`src/supply_clamp_pkg.sv`:
```
// Constants shared by the converter supply and clamp control design.
// Assumes a 50 MHz device clock and a four-channel output device.
package supply_clamp_pkg;
   localparam int NCH = 4;
   // Register addresses of the serial register port.
   localparam logic [6:0] ADDR_CHAN_SEL = 7'h03;
   localparam logic [6:0] ADDR_CONV_SEL = 7'h06;
   localparam logic [6:0] ADDR_ARM_CLAMP = 7'h07;
   localparam logic [6:0] ADDR_STATUS = 7'h0b;
   localparam logic [6:0] ADDR_ALARM_LIMIT = 7'h0e;
   // Serial frame layout: read flag, address, data.
   localparam int FRAME_BITS = 24;
   localparam int FRAME_RD_BIT = 23;
   localparam int FRAME_ADDR_HI = 22;
   localparam int FRAME_ADDR_LO = 16;
   localparam int FRAME_HDR_BITS = 8;
   // Field positions in the arm and clamp register.
   localparam int ARM_POS_BIT = 0;
   localparam int ARM_NEG_BIT = 1;
   localparam int CMODE_LO = 2;
   localparam int PCLAMP_LO = 4;
   localparam int NCLAMP_LO = 8;
   // Field positions in the alarm code and limit register.
   localparam int ALARM_CODE_W = 6;
   localparam int HS_LIMIT_BIT = 6;
   // Clamp-mode selector encodings.
   typedef enum logic [1:0]
   {
      CMODE_TRACK = 2'h0,
      CMODE_FIXED = 2'h1,
      CMODE_LEARN = 2'h2,
      CMODE_RSVD = 2'h3
   } clamp_mode_t;
   // Supply figures in millivolts.
   localparam logic [15:0] VOUT_RAIL_MV = 16'h3a_98;
   localparam logic [15:0] TRACK_FLOOR_MV = 16'h0f_a0;
   localparam logic [15:0] HEADROOM_MV = 16'h0b_b8;
   localparam logic [15:0] POS_MAX_MV = 16'h7d_00;
   localparam logic [15:0] POS_LIMIT_MV = 16'h65_90;
   localparam logic [15:0] OPEN_POS_HI_MV = 16'h4e_20;
   localparam logic [15:0] OPEN_NEG_LO_MV = 16'h13_88;
   localparam logic [15:0] OPEN_POS_LO_MV = 16'h0f_a0;
   localparam logic [15:0] OPEN_NEG_HI_MV = 16'h4e_20;
   localparam logic [15:0] ZERO_MV = 16'h00_00;
   // Clamp code to millivolt mapping; plain defaults.
   localparam logic [15:0] CLAMP_BASE_MV = 16'h0f_a0;
   localparam logic [15:0] CLAMP_STEP_MV = 16'h07_d0;
   // Learn settle time and its cycle count.
   localparam int CLK_MHZ = 50;
   localparam int LEARN_SETTLE_US = 50;
   localparam int LEARN_CYC = LEARN_SETTLE_US * CLK_MHZ;
   localparam int LEARN_CW = 12;
endpackage

```
`src/clamp_learn_seq.sv`:
```
// One channel's load-learning pass: settle, then capture the load code.
// Assumes load_code has been synchronised and is stable after settling.
`timescale 1ns/10ps
module clamp_learn_seq
(
   input wire logic mclk,
   input wire logic rst,
   input wire logic start,
   input wire logic abort,
   input wire logic [3:0] load_code,
   output logic busy,
   output logic done,
   output logic [3:0] learned
);
   typedef enum logic [1:0] {L_IDLE = 2'h0, L_SETTLE = 2'h1,
      L_DONE = 2'h3} learn_st_t;
   learn_st_t st_ff, nxt_st;
   logic [11:0] cnt_ff;
   logic [3:0] lvl_ff;
   wire settled = cnt_ff ==
      supply_clamp_pkg::LEARN_CW'(supply_clamp_pkg::LEARN_CYC - 1);
   // A new start restarts the pass even while one is running.
   always_comb
   begin
      nxt_st = st_ff;
      case (st_ff)
         L_IDLE: nxt_st = start ? L_SETTLE : L_IDLE;
         L_SETTLE: nxt_st = settled ? L_DONE : L_SETTLE;
         L_DONE: nxt_st = L_IDLE;
         default: nxt_st = L_IDLE;
      endcase
      if (start)
         nxt_st = L_SETTLE;
      else if (abort)
         nxt_st = L_IDLE;
   end
   always_ff @(posedge mclk)
   begin
      if (rst)
      begin
         st_ff <= L_IDLE;
         cnt_ff <= 12'h000;
         lvl_ff <= 4'h0;
      end
      else
      begin
         st_ff <= nxt_st;
         cnt_ff <= (st_ff == L_SETTLE && !start) ? cnt_ff + 12'h001 : 12'h000;
         if (st_ff == L_SETTLE && settled)
            lvl_ff <= load_code;
      end
   end
   assign busy = st_ff == L_SETTLE;
   assign done = st_ff == L_DONE;
   assign learned = lvl_ff;
endmodule

```
`src/spi_reg_port.sv`:
```
// Serial register port: 24-bit frames, read flag, 7-bit address, data.
// Assumes pins come from outside the mclk domain; sclk is far slower.
`timescale 1ns/10ps
module spi_reg_port
(
   input wire logic mclk,
   input wire logic rst,
   input wire logic spi_sclk,
   input wire logic spi_cs_n,
   input wire logic spi_sdi,
   output logic spi_sdo,
   output logic spi_sdo_oe,
   output logic wr_en,
   output logic rd_en,
   output logic [6:0] reg_addr,
   output logic [15:0] reg_wdata,
   input wire logic [15:0] reg_rdata
);
   logic [2:0] s1_ff, s2_ff;
   logic sclk_old_ff, cs_old_ff, rd_ff, hdr_ff;
   logic [4:0] cnt_ff;
   logic [23:0] sh_ff;
   logic [15:0] tx_ff;
   wire sclk_rise = s2_ff[0] & ~sclk_old_ff;
   wire sclk_fall = ~s2_ff[0] & sclk_old_ff;
   wire cs_act = ~s2_ff[1];
   wire cs_end = s2_ff[1] & ~cs_old_ff;
   wire [23:0] nxt_sh = {sh_ff[22:0], s2_ff[2]};
   wire hdr_done = sclk_rise & cs_act
      & (cnt_ff == 5'(supply_clamp_pkg::FRAME_HDR_BITS - 1));
   wire frame_full = cnt_ff == 5'(supply_clamp_pkg::FRAME_BITS);
   // Two-flop synchronisers for all three pins.
   always_ff @(posedge mclk)
   begin
      s1_ff <= {spi_sdi, spi_cs_n, spi_sclk};
      s2_ff <= s1_ff;
      sclk_old_ff <= s2_ff[0];
      cs_old_ff <= s2_ff[1];
   end
   // Shift in on rising sclk, shift readback out on falling sclk.
   always_ff @(posedge mclk)
   begin
      if (rst | ~cs_act)
      begin
         cnt_ff <= 5'h0;
         sh_ff <= 24'h00_0000;
         hdr_ff <= 1'b0;
      end
      else
      begin
         // One-cycle pulse once the eighth header bit is in.
         hdr_ff <= hdr_done;
         if (sclk_rise)
         begin
            sh_ff <= nxt_sh;
            cnt_ff <= cnt_ff + 5'h1;
         end
      end
   end
   // Readback data is fetched once the header is in, same frame.
   // The fall right after the header keeps the MSB for the next rise.
   always_ff @(posedge mclk)
   begin
      if (rst)
      begin
         tx_ff <= 16'h0000;
         rd_ff <= 1'b0;
      end
      else if (rd_en)
      begin
         tx_ff <= reg_rdata;
         rd_ff <= 1'b1;
      end
      else if (cs_end)
         rd_ff <= 1'b0;
      else if (sclk_fall & rd_ff
         & (cnt_ff > 5'(supply_clamp_pkg::FRAME_HDR_BITS)))
         tx_ff <= {tx_ff[14:0], 1'b0};
   end
   assign rd_en = hdr_ff & sh_ff[supply_clamp_pkg::FRAME_HDR_BITS - 1];
   assign wr_en = cs_end & frame_full & ~sh_ff[supply_clamp_pkg::FRAME_RD_BIT];
   assign reg_addr = hdr_ff ? sh_ff[6:0]
      : sh_ff[supply_clamp_pkg::FRAME_ADDR_HI:supply_clamp_pkg::FRAME_ADDR_LO];
   assign reg_wdata = sh_ff[15:0];
   assign spi_sdo = tx_ff[15];
   assign spi_sdo_oe = rd_ff & cs_act;
endmodule

```
`src/supply_clamp_ctrl.sv`:
```
// Converter selection, arm enable and supply target control for four
// buck-boost channels, reached over the serial register port.
// Assumes analog status pins are asynchronous and are synchronised here.
// Function
// - Any converter mix selected via 0x06.
// - Arms enabled independently per 0x07 write.
// - Disabled negative arm ties input to ground.
// - Voltage mode targets 15 V unless clamped.
// - Current mode: negative rail only bipolar 24mA or open with both arms.
// - Clamp mode resets to tracking, 4 V floor.
// - Tracking keeps headroom at most 3 V.
// - Mode 01 uses clamp fields as floors.
// - Mode 10 learns load, fixes positive floor.
// - Learn end stores level, sets done flag.
// - Positive clamp field read-only while learning.
// - Every write of 10 restarts learning.
// - Limit bit lowers maximum from 32 to 26 V.
// - Limit applies to channels selected at 0x03.
// - Open current output with positive arm forces fixed rail pairs.
// - Status stays set until written one or learning restarts.
`timescale 1ns/10ps
module supply_clamp_ctrl
(
   input wire logic mclk,
   input wire logic rst,
   input wire logic spi_sclk,
   input wire logic spi_cs_n,
   input wire logic spi_sdi,
   output logic spi_sdo,
   output logic spi_sdo_oe,
   input wire logic [3:0] chan_current_mode,
   input wire logic [3:0] chan_bipolar_24ma,
   input wire logic [3:0] iout_open,
   input wire logic [3:0] iout_negative,
   input wire logic [15:0] learn_load_code,
   output logic [3:0] pos_arm_on,
   output logic [3:0] neg_arm_on,
   output logic [3:0] neg_to_pgnd,
   output logic [3:0] track_en,
   output logic [63:0] pos_target_mv,
   output logic [63:0] neg_target_mv,
   output logic [63:0] pos_max_mv
);
   localparam int N = supply_clamp_pkg::NCH;

   // Register port wires.
   logic wr_en, rd_en;
   logic [6:0] reg_addr;
   logic [15:0] reg_wdata, reg_rdata;

   // Stored configuration.
   logic [15:0] chan_sel_ff, conv_sel_ff;
   logic [5:0] alarm_code_ff;
   logic [N-1:0] pos_en_ff, neg_en_ff, hs_lim_ff, learn_done_ff;
   supply_clamp_pkg::clamp_mode_t mode_ff [N];
   logic [3:0] pclamp_ff [N];
   logic [3:0] nclamp_ff [N];

   // Synchronised analog status.
   logic [3:0] cm_s1, cm_s2, bp_s1, bp_s2, op_s1, op_s2, ng_s1, ng_s2;
   logic [15:0] ld_s1, ld_s2;

   // Learn sequencer handshakes.
   logic [N-1:0] learn_start, learn_abort, learn_busy, learn_end;
   logic [3:0] learned [N];

   spi_reg_port u_port
   (
      .mclk(mclk),
      .rst(rst),
      .spi_sclk(spi_sclk),
      .spi_cs_n(spi_cs_n),
      .spi_sdi(spi_sdi),
      .spi_sdo(spi_sdo),
      .spi_sdo_oe(spi_sdo_oe),
      .wr_en(wr_en),
      .rd_en(rd_en),
      .reg_addr(reg_addr),
      .reg_wdata(reg_wdata),
      .reg_rdata(reg_rdata)
   );

   // Address decode of the five registers.
   wire wr_chan = wr_en & (reg_addr == supply_clamp_pkg::ADDR_CHAN_SEL);
   wire wr_conv = wr_en & (reg_addr == supply_clamp_pkg::ADDR_CONV_SEL);
   wire wr_arm = wr_en & (reg_addr == supply_clamp_pkg::ADDR_ARM_CLAMP);
   wire wr_stat = wr_en & (reg_addr == supply_clamp_pkg::ADDR_STATUS);
   wire wr_lim = wr_en & (reg_addr == supply_clamp_pkg::ADDR_ALARM_LIMIT);

   // Fields of a write to the arm and clamp register.
   wire w_pos = reg_wdata[supply_clamp_pkg::ARM_POS_BIT];
   wire w_neg = reg_wdata[supply_clamp_pkg::ARM_NEG_BIT];
   wire [1:0] w_mode = reg_wdata[supply_clamp_pkg::CMODE_LO +: 2];
   wire [3:0] w_pcl = reg_wdata[supply_clamp_pkg::PCLAMP_LO +: 4];
   wire [3:0] w_ncl = reg_wdata[supply_clamp_pkg::NCLAMP_LO +: 4];
   wire w_learn = w_mode == supply_clamp_pkg::CMODE_LEARN;

   // Readback of the arm and clamp register shows the lowest
   // selected converter, since one address covers all four.
   logic [1:0] rb_ch;
   logic hs_lim_sel_view;
   always_comb
   begin
      rb_ch = 2'h0;
      for (int i = N - 1; i >= 0; i--)
         if (conv_sel_ff[i])
            rb_ch = 2'(i);
   end
   wire [15:0] arm_rb = {4'h0, nclamp_ff[rb_ch], pclamp_ff[rb_ch],
      mode_ff[rb_ch], neg_en_ff[rb_ch], pos_en_ff[rb_ch]};

   // Read multiplexer; unmapped addresses read as zero.
   always_comb
   begin
      case (reg_addr)
         supply_clamp_pkg::ADDR_CHAN_SEL: reg_rdata = chan_sel_ff;
         supply_clamp_pkg::ADDR_CONV_SEL: reg_rdata = conv_sel_ff;
         supply_clamp_pkg::ADDR_ARM_CLAMP: reg_rdata = arm_rb;
         supply_clamp_pkg::ADDR_STATUS: reg_rdata = {12'h000, learn_done_ff};
         supply_clamp_pkg::ADDR_ALARM_LIMIT:
            reg_rdata = {9'h000, 1'b0, alarm_code_ff} |
               (16'(hs_lim_sel_view) << supply_clamp_pkg::HS_LIMIT_BIT);
         default: reg_rdata = 16'h0000;
      endcase
   end

   // The limit bit reads back from the lowest channel selected at 0x03.
   always_comb
   begin
      hs_lim_sel_view = 1'b0;
      for (int i = N - 1; i >= 0; i--)
         if (chan_sel_ff[i])
            hs_lim_sel_view = hs_lim_ff[i];
   end

   // Analog status pins cross in through two flops each.
   always_ff @(posedge mclk)
   begin
      cm_s1 <= chan_current_mode;
      bp_s1 <= chan_bipolar_24ma;
      op_s1 <= iout_open;
      ng_s1 <= iout_negative;
      ld_s1 <= learn_load_code;
      cm_s2 <= cm_s1;
      bp_s2 <= bp_s1;
      op_s2 <= op_s1;
      ng_s2 <= ng_s1;
      ld_s2 <= ld_s1;
   end

   // Selection registers and the alarm code field.
   always_ff @(posedge mclk)
   begin
      if (rst)
      begin
         chan_sel_ff <= 16'h0000;
         conv_sel_ff <= 16'h0000;
         alarm_code_ff <= 6'h00;
      end
      else
      begin
         if (wr_chan)
            chan_sel_ff <= reg_wdata;
         if (wr_conv)
            conv_sel_ff <= reg_wdata;
         if (wr_lim)
            alarm_code_ff <= reg_wdata[supply_clamp_pkg::ALARM_CODE_W-1:0];
      end
   end

   // Per-channel configuration and learn hookup.
   for (genvar c = 0; c < N; c++)
   begin : g_ch
      wire sel = conv_sel_ff[c] & wr_arm;
      // Learning starts on every 10 write, even a repeat; the host has
      // already put the channel in tracking with a code loaded.
      assign learn_start[c] = sel & w_learn;
      assign learn_abort[c] = sel & ~w_learn &
         (w_mode != supply_clamp_pkg::CMODE_RSVD);

      clamp_learn_seq u_learn
      (
         .mclk(mclk),
         .rst(rst),
         .start(learn_start[c]),
         .abort(learn_abort[c]),
         .load_code(ld_s2[4*c +: 4]),
         .busy(learn_busy[c]),
         .done(learn_end[c]),
         .learned(learned[c])
      );

      always_ff @(posedge mclk)
      begin
         if (rst)
         begin
            pos_en_ff[c] <= 1'b0;
            neg_en_ff[c] <= 1'b0;
            mode_ff[c] <= supply_clamp_pkg::CMODE_TRACK;
            pclamp_ff[c] <= 4'h0;
            nclamp_ff[c] <= 4'h0;
         end
         else
         begin
            if (sel)
            begin
               pos_en_ff[c] <= w_pos;
               neg_en_ff[c] <= w_neg;
               nclamp_ff[c] <= w_ncl;
               if (w_mode != supply_clamp_pkg::CMODE_RSVD)
                  mode_ff[c] <= supply_clamp_pkg::clamp_mode_t'(w_mode);
               // A write that itself leaves learn mode may set the field.
               if (mode_ff[c] != supply_clamp_pkg::CMODE_LEARN
                  || learn_abort[c])
                  pclamp_ff[c] <= w_pcl;
            end
            if (learn_end[c])
               pclamp_ff[c] <= learned[c];
         end
      end

      // Done flag: hardware set beats a same-cycle write-one clear.
      always_ff @(posedge mclk)
      begin
         if (rst)
            learn_done_ff[c] <= 1'b0;
         else if (learn_end[c])
            learn_done_ff[c] <= 1'b1;
         else if (wr_stat & reg_wdata[c])
            learn_done_ff[c] <= 1'b0;
         else if (learn_start[c])
            learn_done_ff[c] <= 1'b0;
      end

      // High-side limit goes only to channels selected at 0x03.
      always_ff @(posedge mclk)
      begin
         if (rst)
            hs_lim_ff[c] <= 1'b0;
         else if (wr_lim & chan_sel_ff[c])
            hs_lim_ff[c] <= reg_wdata[supply_clamp_pkg::HS_LIMIT_BIT];
      end

      // Supply targets; registered so the power stage sees clean words.
      logic [15:0] nxt_pos, nxt_neg, nxt_max;
      logic nxt_track;
      logic [15:0] pos_ff, neg_ff, max_ff;
      logic track_ff;
      always_comb
      begin
         nxt_track = 1'b0;
         nxt_max = hs_lim_ff[c] ? supply_clamp_pkg::POS_LIMIT_MV
            : supply_clamp_pkg::POS_MAX_MV;
         if (!cm_s2[c])
         begin
            // Voltage output: fixed rails unless clamp mode 01 overrides.
            nxt_pos = supply_clamp_pkg::VOUT_RAIL_MV;
            nxt_neg = supply_clamp_pkg::VOUT_RAIL_MV;
            if (mode_ff[c] == supply_clamp_pkg::CMODE_FIXED)
            begin
               nxt_pos = clamp_mv(pclamp_ff[c]);
               nxt_neg = clamp_mv(nclamp_ff[c]);
            end
         end
         else if (op_s2[c] && pos_en_ff[c] && neg_en_ff[c])
         begin
            // Open output with both arms: rails depend on pin sign.
            if (bp_s2[c] && ng_s2[c])
            begin
               nxt_pos = supply_clamp_pkg::OPEN_POS_LO_MV;
               nxt_neg = supply_clamp_pkg::OPEN_NEG_HI_MV;
            end
            else
            begin
               nxt_pos = supply_clamp_pkg::OPEN_POS_HI_MV;
               nxt_neg = supply_clamp_pkg::OPEN_NEG_LO_MV;
            end
         end
         else if (op_s2[c] && pos_en_ff[c])
         begin
            nxt_pos = supply_clamp_pkg::POS_MAX_MV;
            nxt_neg = supply_clamp_pkg::ZERO_MV;
         end
         else
         begin
            // Current output: floor per clamp mode, tracking above it in mode 00 or while learning.
            nxt_track = mode_ff[c] == supply_clamp_pkg::CMODE_TRACK;
            case (mode_ff[c])
               supply_clamp_pkg::CMODE_FIXED:
                  nxt_pos = clamp_mv(pclamp_ff[c]);
               supply_clamp_pkg::CMODE_LEARN:
                  nxt_pos = learn_busy[c] ? supply_clamp_pkg::TRACK_FLOOR_MV
                     : clamp_mv(pclamp_ff[c]);
               default:
                  nxt_pos = supply_clamp_pkg::TRACK_FLOOR_MV;
            endcase
            nxt_track = nxt_track | learn_busy[c];
            nxt_neg = !bp_s2[c] ? supply_clamp_pkg::ZERO_MV
               : (mode_ff[c] == supply_clamp_pkg::CMODE_FIXED)
               ? clamp_mv(nclamp_ff[c])
               : supply_clamp_pkg::HEADROOM_MV;
         end
         if (!neg_en_ff[c])
            nxt_neg = supply_clamp_pkg::ZERO_MV;
         if (nxt_pos > nxt_max)
            nxt_pos = nxt_max;
      end

      always_ff @(posedge mclk)
      begin
         if (rst)
         begin
            pos_ff <= supply_clamp_pkg::ZERO_MV;
            neg_ff <= supply_clamp_pkg::ZERO_MV;
            max_ff <= supply_clamp_pkg::POS_MAX_MV;
            track_ff <= 1'b0;
         end
         else
         begin
            pos_ff <= nxt_pos;
            neg_ff <= nxt_neg;
            max_ff <= nxt_max;
            track_ff <= nxt_track & pos_en_ff[c];
         end
      end

      assign pos_target_mv[16*c +: 16] = pos_ff;
      assign neg_target_mv[16*c +: 16] = neg_ff;
      assign pos_max_mv[16*c +: 16] = max_ff;
      assign track_en[c] = track_ff;
      // Negative rail runs only for voltage, a bipolar range or an open output with both arms.
      assign neg_arm_on[c] = neg_en_ff[c] & (~cm_s2[c] | bp_s2[c]
         | (op_s2[c] & pos_en_ff[c]));
   end

   assign pos_arm_on = pos_en_ff;
   assign neg_to_pgnd = ~neg_en_ff;

   // Clamp code to floor voltage, used for both arms in mode 01 and the positive arm in mode 10.
   function automatic logic [15:0] clamp_mv(input logic [3:0] code);
      logic [19:0] prod;
      prod = 20'(code) * 20'(supply_clamp_pkg::CLAMP_STEP_MV);
      return supply_clamp_pkg::CLAMP_BASE_MV + prod[15:0];
   endfunction
endmodule

```
`config.mk`:
```
export PLATFORM = sky130hd
export DESIGN_NAME = supply_clamp_ctrl
export DESIGN_NICKNAME = d
export VERILOG_FILES = /design/src/supply_clamp_pkg.sv /design/src/clamp_learn_seq.sv /design/src/spi_reg_port.sv /design/src/supply_clamp_ctrl.sv
export SDC_FILE = /design/constraint.sdc
export NUM_CORES = 1
export LEC_CHECK = 0
export ABC_AREA = 1
export BUFFER_PORTS_ARGS = -buffer_cell sky130_fd_sc_hd__buf_4
export CAP_MARGIN = 30
export CORE_MARGIN = 5
export CORE_UTILIZATION = 35
export CTS_CLUSTER_SIZE = 25
export DETAILED_ROUTE_END_ITERATION = 7
export PLACE_DENSITY = 0.59
export SETUP_SLACK_MARGIN = 0.05
export SYNTH_ARGS = -nofsm -noshare
export SYNTH_HDL_FRONTEND = slang
export SYNTH_SLANG_ARGS = --single-unit
```
`constraint.sdc`:
```
create_clock -name mclk -period 5 [get_ports mclk]
set_input_delay 1 -clock mclk [delete_from_list [all_inputs] [get_ports mclk]]
set_output_delay 1 -clock mclk [all_outputs]
set_load 0.02 [all_outputs]
```
==> qor.txt <==
Outcome: finished, final reports clean
WP data arrival: 4.94 ns
Final cycle utilization of the critical path: 89.6%
TritonCTS buffer count: 45
IO Port Bufs: 174
Netlist cell types: 65
Mapped Area: 22,800 µm²
EDFF count, synth: 40
Synth top area share: 31.8%
DRT antenna net count: 0
Ports: 247
DP HPWL: 46,300 µm
CP Max Fanout: 9
FILL cells: 6,678
Flop pwr share: 39.1%
Final setup violating endpoints: 0
Syn Area/Cell: 7.79 µm²
Leakage: 11.9 nW
P_int: 6.08 mW
Max_cap viols: 0
CTS clock-pin slew for the worst setup and hold paths: 0.06 ns
Register area share after synthesis: 37.0%
Worst Path Buf+Inv: 4
Final Slew Violations: 0
CP max stage cell: fa_1
Top post-synthesis cells by count: nand2_1 (445), inv_1 (432), dfxtp_1 (361)
Global Route Usage Sum: 16.3%
Worst clock skew: 0.0222 ns
Drt pass-1 iters: 5
Slew margin rel.: 35.9%
DR vias: 19,000
Yosys warnings: 0
First-pass GRT wire length: 94,700 µm
Wire per inst: 15.1 µm
Iter 0 DRT Violations: 1,275
Final hold slack: 0.320 ns
Die width: 265 µm
Largest delay share family, worst path: adder cells
Total Wirelength: 59,900 µm
Die area: 70,200 µm²
Synth-to-layout area growth: 15.1%
Net switching power: 2.70 mW
Cells after Synth: 2,921
Synth area leader: dfxtp_1
Nature of the critical path endpoint: register
Starting Density: 35.3%
Count leader, synth: nand2_1
Core box area: 64,500 µm²
RSZ-0062 raised after global routing: false
Async set-reset flop share out of synthesis: 0%
Chip Height: 265 µm
Startpoint Class: register
Sum Neg Setup Slack: 0 ns
Sw frac: 30.8%
Period minus WS final: 4.48 ns
Clock sink count: 401
Count of state elements after synthesis: 401
CP Cell Sequence: fa_1, inv_1, fa_1, inv_1, ha_1, a21oi_1, nand2_1, nand2_1, nand2_1, inv_1, nand3_1, xor2_1, a21oi_1, inv_1, ha_1, nand4_1, nor2_1, nand4_1, nor2_1, nor2_1, nand3_2, a21oi_1, nor2_1
Hold Crit Class: reg -> reg
Slew at the pin closest to its max-slew limit: 0.959 ns
Clk Latency, worst-skew pair: 0.58 ns
TritonCTS clock tree: yes
Initial antenna violation count: 0
DRC: 0
Worst Path Required: 5.46 ns
Layout cells sized above 1: 12.4%
Hold-fix buffers, CTS: 0
N_diodes: 0
Worst stage delay on the critical path: 0.62 ns
Fin. Hold Viols: 0
Routability cong.: 0.882
Vias in the first global route: 18,000
Final layout net count: 3,339
Gr ovfl total: 0
CP Class: reg -> reg
Area contributors post-synth: dfxtp_1 (32%), ha_1 (8.7%), nand2_1 (7.3%)
Largest net degree at the start of global routing: 109
Max Freq: 223 MHz
Via-per-instance ratio: 4.76
Row cnt: 93
Worst VDD drop: 0.000226 V
Combinational share of power: 22.0%
Clk root buf: clkbuf_16
Most used DFF post-synth: dfxtp_1
H-tree depth reported by CTS: 2
Clk pwr share: 38.9%
Power per cell area: 335 nW/µm²
Clock tree buffer depth: 3
[layout make-up]
class / instances / area [µm²] / share of cell area [%]
Clock buffer: 60 / 1320 / 5.03
Clock inverter: 24 / 231 / 0.884
Inverter: 460 / 1730 / 6.60
Multi-Input combinational cell: 1991 / 12000 / 45.8
Sequential cell: 401 / 8430 / 32.2
Tap cell: 855 / 1070 / 4.08
Timing Repair Buffer: 188 / 1430 / 5.47
[layer usage]
layer  vias up  track usage (%)  part of all wire, %
li1       9711                -                    -
met1      8723             21.6                   45
met2       421             27.3                   47
met3       101             2.79                  5.0
met4         0             5.31                  3.1
met5         -                0                    0
[per-stage QoR]
stage          power [mW]  std cells  cell area (µm²)  util, %  setup WS [ns]
6_report             8.78       3979            26200     40.6          0.519
5_1_grt              9.30       3979            26200     40.6         0.0784
4_1_cts              8.90       3976            26200     40.6          0.396
3_5_place_dp         5.42       3892            24600     38.2          0.424
3_3_place_gp         5.41       3891            24600     38.2          0.461
2_1_floorplan        5.01       2995            23000        -          0.761
[power by group through the flow]
stage | registers (mW) | clock network [mW] | logic, mW
after floorplan | 3.53 | 0 | 1.47
after global placement | 3.50 | 0 | 1.91
after detailed placement | 3.50 | 0 | 1.92
after CTS | 3.43 | 3.53 | 1.93
after global routing | 3.44 | 3.66 | 2.20
final | 3.43 | 3.42 | 1.93
[final timing paths]
kind	startpoint	to	slack [ns]	depth (start not counted)
max	pclamp_ff[3][2]	g_ch[3].pos_ff[12]	0.52	23
max reg2reg	pclamp_ff[3][2]	g_ch[3].pos_ff[12]	0.52	23
min reg2reg	op_s1[1]	op_s2[1]	0.32	0
min	op_s1[1]	op_s2[1]	0.32	0
[what timing repair did]
action,CTS,global route
buffers inserted,0,3
endpoints found under the setup margin,0,11
gates resized for setup,0,1
[registers in the layout (all words and copies together), names as in the netlist, 24 cells and up]
register / cells
g_ch.neg_ff: 52
g_ch.pos_ff: 52
g_ch.u_learn.cnt_ff: 48
u_port.sh_ff: 24
[cells by family after synthesis]
group,share of synthesized area (%)
compound gates,13.6
xor+xnor,2.90
fa+ha+maj,13.7
buf+inv,11.5
flops,37.0
other cells,0.0330
simple gates,21.3
[worst register-to-register path: cells and delay by family (launching register included)]
family | cells | cell delay [ns]
adder cells (fa/ha/maj) | 4 | 1.76
AND/OR/NAND/NOR | 11 | 1.01
AO/OA/AOI/OAI | 3 | 0.61
flip-flops | 1 | 0.52
buffers and inverters | 4 | 0.29
XOR/XNOR | 1 | 0.17
[layout by cell type (no fill, tap or decap), types with 18 or more instances in the layout]
cell type,instances
inv_2,23
dfxtp_1,361
xnor2_1,24
xor2_1,44
o21ai_0,210
buf_4,186
o21ai_1,20
fa_1,56
conb_1,76
a21oi_1,210
nand4_1,48
nand2_2,19
nor2_1,274
nor3_1,36
nand2_1,445
ha_1,159
nor2_2,18
clkbuf_16,48
o22ai_1,27
inv_1,431
nand3_1,156
edfxtp_1,40
(Power assumes the default switching activity.)
